`src/hdl/mcdma_regs.svh`:
```
`ifndef MCDMA_REGS_SVH
`define MCDMA_REGS_SVH

`define MCDMA_CH 3
`define MCDMA_AW 16
`define MCDMA_CW 16
`define MCDMA_DW 16

`define MCDMA_STEP_DEC 2'h2
`define MCDMA_STEP_INC 2'h3

`define MCDMA_MODE_REPEAT 2
`define MCDMA_MODE_BURST 1
`define MCDMA_MODE_KIND_SINGLE 2'h0

`define MCDMA_BURST_ITEMS 3'h4
`define MCDMA_BURST_GAP 2'h2

`define MCDMA_ADDR_STEP_BYTE 16'h0001
`define MCDMA_ADDR_STEP_WORD 16'h0002

`endif

```
`src/hdl/mcdma_pkg.sv`:
```
`include "mcdma_regs.svh"
package mcdma_pkg;

    typedef struct packed {
        logic [2:0] mode;
        logic [1:0] src_step;
        logic [1:0] dst_step;
        logic src_byte;
        logic dst_byte;
        logic level;
        logic [`MCDMA_AW-1:0] src;
        logic [`MCDMA_AW-1:0] dst;
        logic [`MCDMA_CW-1:0] size;
    } mcdma_cfg_type;

    typedef struct packed {
        logic en;
        logic run;
        logic pend;
        logic armed;
        logic done;
        logic trig_d;
        logic [`MCDMA_CW-1:0] cnt;
        logic [`MCDMA_CW-1:0] save;
        logic [`MCDMA_AW-1:0] wsrc;
        logic [`MCDMA_AW-1:0] wdst;
    } mcdma_chan_type;

    typedef struct packed {
        logic [`MCDMA_AW-1:0] addr;
        logic dbyte;
        logic [`MCDMA_DW-1:0] data;
    } mcdma_entry_type;

    typedef enum logic [0:0] {
        MCDMA_RUN = 1'b0,
        MCDMA_GAP = 1'b1
    } mcdma_eng_type;

    typedef struct packed {
        mcdma_chan_type [`MCDMA_CH-1:0] ch;
        mcdma_entry_type [1:0] buffer;
        logic wp;
        logic rp;
        logic [1:0] fill;
        mcdma_eng_type eng;
        logic [2:0] burst_n;
        logic [1:0] gap_n;
    } mcdma_state_type;

endpackage

```
`src/hdl/mcdma_engine.sv`:
```
`timescale 1ns/1ps
`include "mcdma_regs.svh"
module mcdma_engine (
    input wire logic clk,
    input wire logic rst_n,
    input mcdma_pkg::mcdma_cfg_type [`MCDMA_CH-1:0] cfg,
    input wire logic [`MCDMA_CH-1:0] cfg_load,
    input wire logic [`MCDMA_CH-1:0] enable_set,
    input wire logic [`MCDMA_CH-1:0] enable_clr,
    input wire logic [`MCDMA_CH-1:0] done_clr,
    input wire logic [`MCDMA_CH-1:0] trig,
    output logic [`MCDMA_CH-1:0] chan_enable,
    output logic [`MCDMA_CH-1:0] chan_done_flag,
    output logic [`MCDMA_CH-1:0][`MCDMA_CW-1:0] transfer_count,
    output logic rd_en,
    output logic [`MCDMA_AW-1:0] rd_addr,
    output logic rd_byte,
    input wire logic [`MCDMA_DW-1:0] rd_data,
    output logic wr_valid,
    input wire logic wr_ready,
    output logic [`MCDMA_AW-1:0] wr_addr,
    output logic wr_byte,
    output logic [`MCDMA_DW-1:0] wr_data,
    output logic cpu_stall
);
    import mcdma_pkg::*;

    mcdma_state_type q;
    mcdma_state_type d;
    logic [`MCDMA_CH-1:0] go;
    logic [1:0] sel;
    logic found;
    logic issue;
    logic push;
    logic pop;
    logic run_any;
    logic [`MCDMA_AW-1:0] src_now;
    logic [`MCDMA_AW-1:0] dst_now;

    ////////////////////////////////////////////////////////////////////////////
    function automatic logic [`MCDMA_AW-1:0] step_addr(
        input logic [`MCDMA_AW-1:0] a,
        input logic [1:0] how,
        input logic is_byte
    );
        logic [`MCDMA_AW-1:0] inc;
        inc = is_byte ? `MCDMA_ADDR_STEP_BYTE : `MCDMA_ADDR_STEP_WORD;
        case (how)
            `MCDMA_STEP_DEC: step_addr = a - inc;
            `MCDMA_STEP_INC: step_addr = a + inc;
            default: step_addr = a;
        endcase
    endfunction

    ////////////////////////////////////////////////////////////////////////////
    always_comb begin
        d = q;
        go = '0;
        sel = 2'h0;
        found = 1'b0;
        issue = 1'b0;
        push = 1'b0;
        pop = 1'b0;
        run_any = 1'b0;
        src_now = '0;
        dst_now = '0;
        rd_en = 1'b0;
        rd_addr = '0;
        rd_byte = 1'b0;

        // software side effects first
        for (int i = 0; i < `MCDMA_CH; i++) begin
            d.ch[i].trig_d = trig[i];
            if (done_clr[i]) begin
                d.ch[i].done = 1'b0;
            end
            if (enable_set[i]) begin
                d.ch[i].en = 1'b1;
            end
            if (enable_clr[i]) begin
                d.ch[i].en = 1'b0;
                d.ch[i].run = 1'b0;
                d.ch[i].pend = 1'b0;
            end
            if (cfg_load[i]) begin
                d.ch[i].cnt = cfg[i].size;
                d.ch[i].save = cfg[i].size;
                d.ch[i].armed = 1'b0;
                d.ch[i].run = 1'b0;
                d.ch[i].pend = 1'b0;
            end
            // rising edge, ignored while a block or burst runs
            if (!cfg[i].level && trig[i] && !q.ch[i].trig_d && d.ch[i].en
                && !d.ch[i].run) begin
                d.ch[i].pend = 1'b1;
            end
            if (d.ch[i].en && d.ch[i].cnt == '0) begin
                d.ch[i].pend = 1'b0;
            end
            if (cfg[i].level) begin
                go[i] = d.ch[i].en && d.ch[i].cnt != '0 && trig[i];
            end else begin
                go[i] = d.ch[i].en && d.ch[i].cnt != '0
                    && (d.ch[i].run || d.ch[i].pend);
            end
            if (d.ch[i].run && cfg[i].mode[`MCDMA_MODE_BURST] == 1'b0) begin
                run_any = 1'b1;
            end
        end

        // lowest channel number wins
        for (int i = `MCDMA_CH - 1; i >= 0; i--) begin
            if (go[i]) begin
                sel = 2'(i);
                found = 1'b1;
            end
        end

        ////////////////////////////////////////////////////////////////////////
        // read half of an item; the write half drains from the buffer
        issue = found && q.fill != 2'h2 && q.eng == MCDMA_RUN;
        if (issue) begin
            push = 1'b1;
            if (d.ch[sel].armed) begin
                src_now = d.ch[sel].wsrc;
                dst_now = d.ch[sel].wdst;
            end else begin
                src_now = cfg[sel].src;
                dst_now = cfg[sel].dst;
                d.ch[sel].save = d.ch[sel].cnt;
            end
            rd_en = 1'b1;
            rd_addr = src_now;
            rd_byte = cfg[sel].src_byte;
            d.buffer[q.wp].addr = dst_now;
            d.buffer[q.wp].dbyte = cfg[sel].dst_byte;
            if (cfg[sel].src_byte || cfg[sel].dst_byte) begin
                d.buffer[q.wp].data = {8'h00, rd_data[7:0]};
            end else begin
                d.buffer[q.wp].data = rd_data;
            end
            d.wp = ~q.wp;
            d.ch[sel].wsrc = step_addr(src_now, cfg[sel].src_step,
                cfg[sel].src_byte);
            d.ch[sel].wdst = step_addr(dst_now, cfg[sel].dst_step,
                cfg[sel].dst_byte);
            d.ch[sel].armed = 1'b1;
            d.ch[sel].pend = 1'b0;
            d.ch[sel].cnt = d.ch[sel].cnt - `MCDMA_CW'(1);
            d.ch[sel].run = cfg[sel].mode[1:0] != `MCDMA_MODE_KIND_SINGLE;
            if (d.ch[sel].cnt == '0) begin
                d.ch[sel].cnt = d.ch[sel].save;
                d.ch[sel].done = 1'b1;
                d.ch[sel].armed = 1'b0;
                d.ch[sel].run = 1'b0;
                if (!cfg[sel].mode[`MCDMA_MODE_REPEAT]) begin
                    d.ch[sel].en = 1'b0;
                end
            end
            // burst pacing
            if (cfg[sel].mode[`MCDMA_MODE_BURST]) begin
                d.burst_n = q.burst_n + 3'h1;
                if (!d.ch[sel].run) begin
                    d.burst_n = 3'h0;
                end else if (d.burst_n == `MCDMA_BURST_ITEMS) begin
                    d.burst_n = 3'h0;
                    d.eng = MCDMA_GAP;
                    d.gap_n = 2'h0;
                end
            end
        end

        case (q.eng)
            MCDMA_RUN: begin
            end
            MCDMA_GAP: begin
                d.gap_n = q.gap_n + 2'h1;
                if (d.gap_n == `MCDMA_BURST_GAP) begin
                    d.eng = MCDMA_RUN;
                end
            end
            default: begin
                d.eng = MCDMA_RUN;
            end
        endcase

        ////////////////////////////////////////////////////////////////////////
        pop = q.fill != 2'h0 && wr_ready;
        if (pop) begin
            d.rp = ~q.rp;
        end
        d.fill = 2'(q.fill + {1'b0, push} - {1'b0, pop});
    end

    ////////////////////////////////////////////////////////////////////////////
    always_ff @(posedge clk) begin
        if (!rst_n) begin
            q <= '0;
        end else begin
            q <= d;
        end
    end

    ////////////////////////////////////////////////////////////////////////////
    always_comb begin
        for (int i = 0; i < `MCDMA_CH; i++) begin
            chan_enable[i] = q.ch[i].en;
            chan_done_flag[i] = q.ch[i].done;
            transfer_count[i] = q.ch[i].cnt;
        end
    end

    assign wr_valid = q.fill != 2'h0;
    assign wr_addr = q.buffer[q.rp].addr;
    assign wr_byte = q.buffer[q.rp].dbyte;
    assign wr_data = q.buffer[q.rp].data;
    // processor held during block items, released in burst gaps
    assign cpu_stall = q.eng == MCDMA_RUN && (issue || wr_valid || run_any);

endmodule

```
`config.mk`:
```
export PLATFORM = sky130hd
export DESIGN_NAME = mcdma_engine
export DESIGN_NICKNAME = d
export VERILOG_FILES = /design/src/hdl/mcdma_pkg.sv /design/src/hdl/mcdma_engine.sv
export VERILOG_INCLUDE_DIRS = /design/src /design/src/hdl
export SDC_FILE = /design/constraint.sdc
export NUM_CORES = 1
export LEC_CHECK = 0
export BUFFER_PORTS_ARGS = -buffer_cell sky130_fd_sc_hd__buf_2
export CELL_PAD_IN_SITES_DETAIL_PLACEMENT = 1
export CELL_PAD_IN_SITES_GLOBAL_PLACEMENT = 1
export CORE_MARGIN = 1
export CORE_UTILIZATION = 44
export CTS_CLUSTER_SIZE = 40
export DETAILED_ROUTE_END_ITERATION = 10
export GPL_ROUTABILITY_DRIVEN = 0
export PLACE_DENSITY = 0.95
export SYNTH_ARGS = -nofsm -noshare
export SYNTH_HDL_FRONTEND = slang
export SYNTH_SLANG_ARGS = --single-unit
```
`constraint.sdc`:
```
create_clock -name clk -period 10.6 [get_ports clk]
set_input_delay 0.53 -clock clk [delete_from_list [all_inputs] [get_ports clk]]
set_output_delay 0.53 -clock clk [all_outputs]
set_load 0.05 [all_outputs]
```
Yosys cells after proc, flatten, opt, wreduce, memory -nomap -nowiden
Cells that the tools add are included.
- register bits: 286
- logic and storage cells: 246
- add/sub/neg operators: 9
- reduce and logical (&&, ||, !) cells: 63
- equal/unequal tests: 7
- bitwise logic cells: 6
- order comparisons: 5
- mux-type cells: 114
- operators with widths (operator ; count):
    bitwise mux 210 bit ; 12
    demux 70 bit (select 2 bit) ; 9
    two-way mux 210 bit ; 5
    binary-select mux 70 bit (select 2 bit) ; 4
    two-way mux 277 bit ; 1
    bitwise mux 66 bit ; 4
    two-way mux 64 bit ; 3
    two-way mux 16 bit ; 9
    two-way mux 69 bit ; 2
    two-way mux 67 bit ; 2
    two-way mux 66 bit ; 2
    two-way mux 32 bit ; 4
    binary-select mux 58 bit (select 2 bit) ; 1
    demux 33 bit (select 1 bit) ; 3
    two-way mux 33 bit ; 3
    two-way mux 70 bit ; 1
    two-way mux 68 bit ; 1
    logical NOT 16 bit ; 4
    one-hot mux 16 bit (2 select lines) ; 2
    two-way mux 58 bit ; 1
    two-way mux 48 bit ; 1
    nonzero test 16 bit ; 3
    logical AND 1 bit ; 33
    adder 16 x 2 -> 16 bit ; 2
    other kinds (24) ; 92

Logic depth before layout (Yosys ltp)
- depth in word-level cells: 46
- gate-level depth with buffers: 31
- mapped depth without buffers: 26

Worst setup path before layout
Ideal clock, no wire load.
- kind: input port to flip-flop
- start: in cfg_load[0]
- end: reg (tool-made name)
- stages: 29
- buffers on the path: 4
- arrival time: 6.230 ns
- setup slack: 4.255 ns
- required time: 10.485 ns
- cell sequence: buf_2 -> mux2_2 -> or4_1 -> a21oi_1 -> nor3_1 -> buf_2 -> clkbuf_1 -> nor2_1 -> nand2_1 -> nand2_1 -> clkbuf_1 -> nand2_1 -> nand3_1 -> a31oi_1 -> inv_1 -> ha_1 -> a21o_1 -> a21o_1 -> a2111oi_0 -> nor3_1 -> o31ai_1 -> nand2b_1 -> a21o_1 -> a31oi_1 -> o21ai_0 -> xor2_1 -> nor2_1 -> xnor2_1 -> o21ba_2
- RTL lines (item ; line ; source):
    start, declared ; mcdma_engine.sv:7 ; input wire logic [`MCDMA_CH-1:0] cfg_load,

==> summary.txt <==
Clock tree
  • Clk Latency, worst-skew pair: 0.54 ns
  • Root Driver: clkbuf_16
  • Htree depth: 2
  • Cts bufs inserted: 35
  • Post-CTS Setup Bufs: 0
  • Max Root-Sink Buffers: 3
  • CTS tree: yes
  • Post-CTS Resized: 0
  • Clk slew on worst S/H paths: 0.06 ns
  • Hold Buf Count CTS: 0
  • CTS sink count: 286

Timing
  • Final Hold Vio Count: 0
  • Final Slew Violations: 0
  • Fmax: 0.129 GHz
  • Period utilization: 0.732
  • Worst-Margin Slew: 1.15 ns
  • WHS: 0.232 ns
  • Final-report setup violation count: 0
  • Min Clock Period, post-route: 7.76 ns
  • Slew margin rel.: 0.229
  • Final setup margin: 2.84 ns
  • RSZ-0062 raised after global routing: false
  • Total negative slack: 0 ns
  • Setup Skew: 0.0291 ns

Yosys
  • Area leader, netlist: dfxtp_1
  • Share of flip-flops with an asynchronous set or reset: 0
  • Synth top area cells: dfxtp_1 33%, nand2_1 7.7%, nor2_1 6.3%, a211oi_1 5.8%, a21oi_1 5.7%
  • Most frequent cells after synthesis: 352 x nand2_1, 289 x nor2_1, 286 x dfxtp_1, 194 x a21oi_1, 135 x clkbuf_1
  • Unique masters post-synth: 76
  • Sequential share of the synthesized area: 0.334
  • Post-Syn Nets: 2545
  • Dominant synthesized flop cell: dfxtp_1
  • Top-count cell post-synth: nand2_1
  • Synth warn: 0
  • Share of the synthesized area in the top cell type: 0.334
  • Yosys reg bits: 286
  • EDFF count, synth: 0
  • Avg Inst Size Synth: 7.46 sq um
  • Post-synthesis instance total: 2299
  • Mapped cell area: 0.0172 sq mm

Drt
  • Drt first pass iters: 6
  • Post-Route WL: 75.3 mm
  • DR iter-0 viols: 2289
  • WL/cell: 25.1 um
  • Via/cell ratio: 6.39
  • Antenna-violating nets left: 0
  • Vias: 19165
  • Residual DRC count: 0

Floorplan
  • Ports: 315
  • Die ar.: 0.0398 sq mm
  • CORE AREA: 0.0380 sq mm
  • Die height: 199 um
  • Initial core utilization: 0.451
  • Die width: 199 um
  • Standard-cell row count: 71

Layout
  • Fill cell count: 4850
  • Footprint of the multi-input gates: 0.0102 sq mm
  • Post-Layout Cell Count: 3001
  • Final instance area: 0.0198 sq mm
  • Area Growth Syn to Fin: 15.3%
  • Share of cells above drive strength 1: 0.211
  • FF+latch area: 0.00573 sq mm
  • Final nets: 2704

Global routing
  • Routing usage on met1: 0.460
  • Initial antenna violation count: 9
  • GRT overflow: 0
  • Largest net degree at the start of global routing: 97
  • Overall global routing resource usage: 0.368
  • First-pass GRT wire length: 113 mm
  • Met2 GRT Util: 0.588
  • Number of global-route vias before repair: 19391
  • Met3 Use GR: 0.0817
  • GRT Max-Usage Layer: met2

Outcome
  • Status: completed

Power
  • PD cells: 196 mW/mm^2
  • Static Leakage: 8.36 nW
  • Worst VDD drop: 0.105 mV

Worst setup path
  • Req. time, crit path: 10.97 ns
  • CP arrival: 8.13 ns
  • WS Path Type: reg2reg
  • Startpoint Class: register
  • Crit. End Element: register
  • Crit Path Max Fanout: 34

Placement
  • Placed Instance Area: 0.0186 sq mm
  • DP HPWL: 51.7 mm
  • Worst slack, placed: 2.66 ns
  • Dpl cells: 2932
  • IO Port Bufs: 314

Run
  • Max-Cap Viols: 0

Min path
  • Min-Delay Path Class: in2reg
==> cells by family (layout without fill, tap and decap cells) <==
group,Yosys count,in the layout,share of synthesized area
and+or+nand+nor,881,881,0.224
AOI/OAI and AO/OA,633,633,0.236
buffers and inverters,294,477,0.0775
DFF,286,286,0.334
muxes,122,122,0.0771
xor gates and xnor gates,45,45,0.0230
adders and majority gates,38,38,0.0286
other,0,8,0
==> layer usage <==
metal / part of all wire / up-vias
met3: 0.10 / 282
met1: 0.38 / 9285
li1: - / 8356
met5: 0.00031 / -
met2: 0.46 / 1238
met4: 0.054 / 4
==> report_power, final <==
part | internal [W] | switching, W | leakage (nW) | total (W)
Combinational | 0.000431 | 0.000995 | 5.47 | 0.00143
Clock | 0.000694 | 0.000503 | 0.553 | 0.00120
Sequential | 0.00118 | 0.0000692 | 2.34 | 0.00125
Total | 0.00230 | 0.00157 | 8.36 | 0.00387
==> worst paths after layout <==
| path | start | end | slack (ns) | depth (start not counted) |
|---|---|---|---|---|
| min | trig[2] | q[280] | 0.23 | 2 |
| min reg2reg | register | register | 0.46 | 2 |
| max reg2reg | transfer_count[26] | register | 2.84 | 26 |
| max | transfer_count[26] | register | 2.84 | 26 |
==> per-stage QoR <==
stage	total power (W)	utilization
floorplan	0.00223	-
global placement	0.00255	0.490
detailed placement	0.00262	0.490
CTS	0.00383	0.520
global route	0.00400	0.520
finish	0.00387	0.520
==> critical path: stages (launching register included) <==
cell       delay, ns
dfxtp_1         0.39
nor4_1          0.54
nand4_1         0.28
a2111oi_4       0.78
a211oi_4        0.07
buf_4           0.29
mux2i_1         0.34
nand2_1         0.13
nand2_2         0.57
nand2_1         0.19
nand3_1         0.13
nand3_1         0.08
o21ai_0         0.35
ha_1            0.35
a21o_1          0.18
a21o_1          0.21
a2111oi_0       0.68
nor3_1          0.18
o31a_1          0.34
o21ai_0         0.17
nand2b_1        0.12
a31oi_1         0.29
o21ai_0         0.17
xor2_1          0.17
nor2_1          0.15
xor2_1          0.28
a21oi_1         0.15
==> placed cells by master, fill, tap and decap left out, types with 25 or more instances in the layout <==
cell type | netlist | layout
nand2_1 | 352 | 350
buf_2 | 9 | 314
dfxtp_1 | 286 | 286
nor2_1 | 289 | 285
a21oi_1 | 194 | 192
a211oi_1 | 132 | 132
o21ai_0 | 116 | 116
nand3_1 | 84 | 84
mux2_2 | 81 | 81
inv_1 | 67 | 67
a31oi_1 | 52 | 52
mux2i_1 | 41 | 41
nor3_1 | 42 | 39
ha_1 | 36 | 36
clkbuf_16 | 0 | 36
buf_4 | 55 | 34
xor2_1 | 25 | 25
==> final cells by class <==
class	instances	share of cell area
repair buffers	348	0.0924
multi-input cells	1719	0.515
clock buffers	51	0.0514
well taps	511	0.0323
diodes	8	0.00101
clock inverters	10	0.00487
inverters	68	0.0132
flip-flops and latches	286	0.290
No activity file was read; power rests on OpenSTA's default activity.
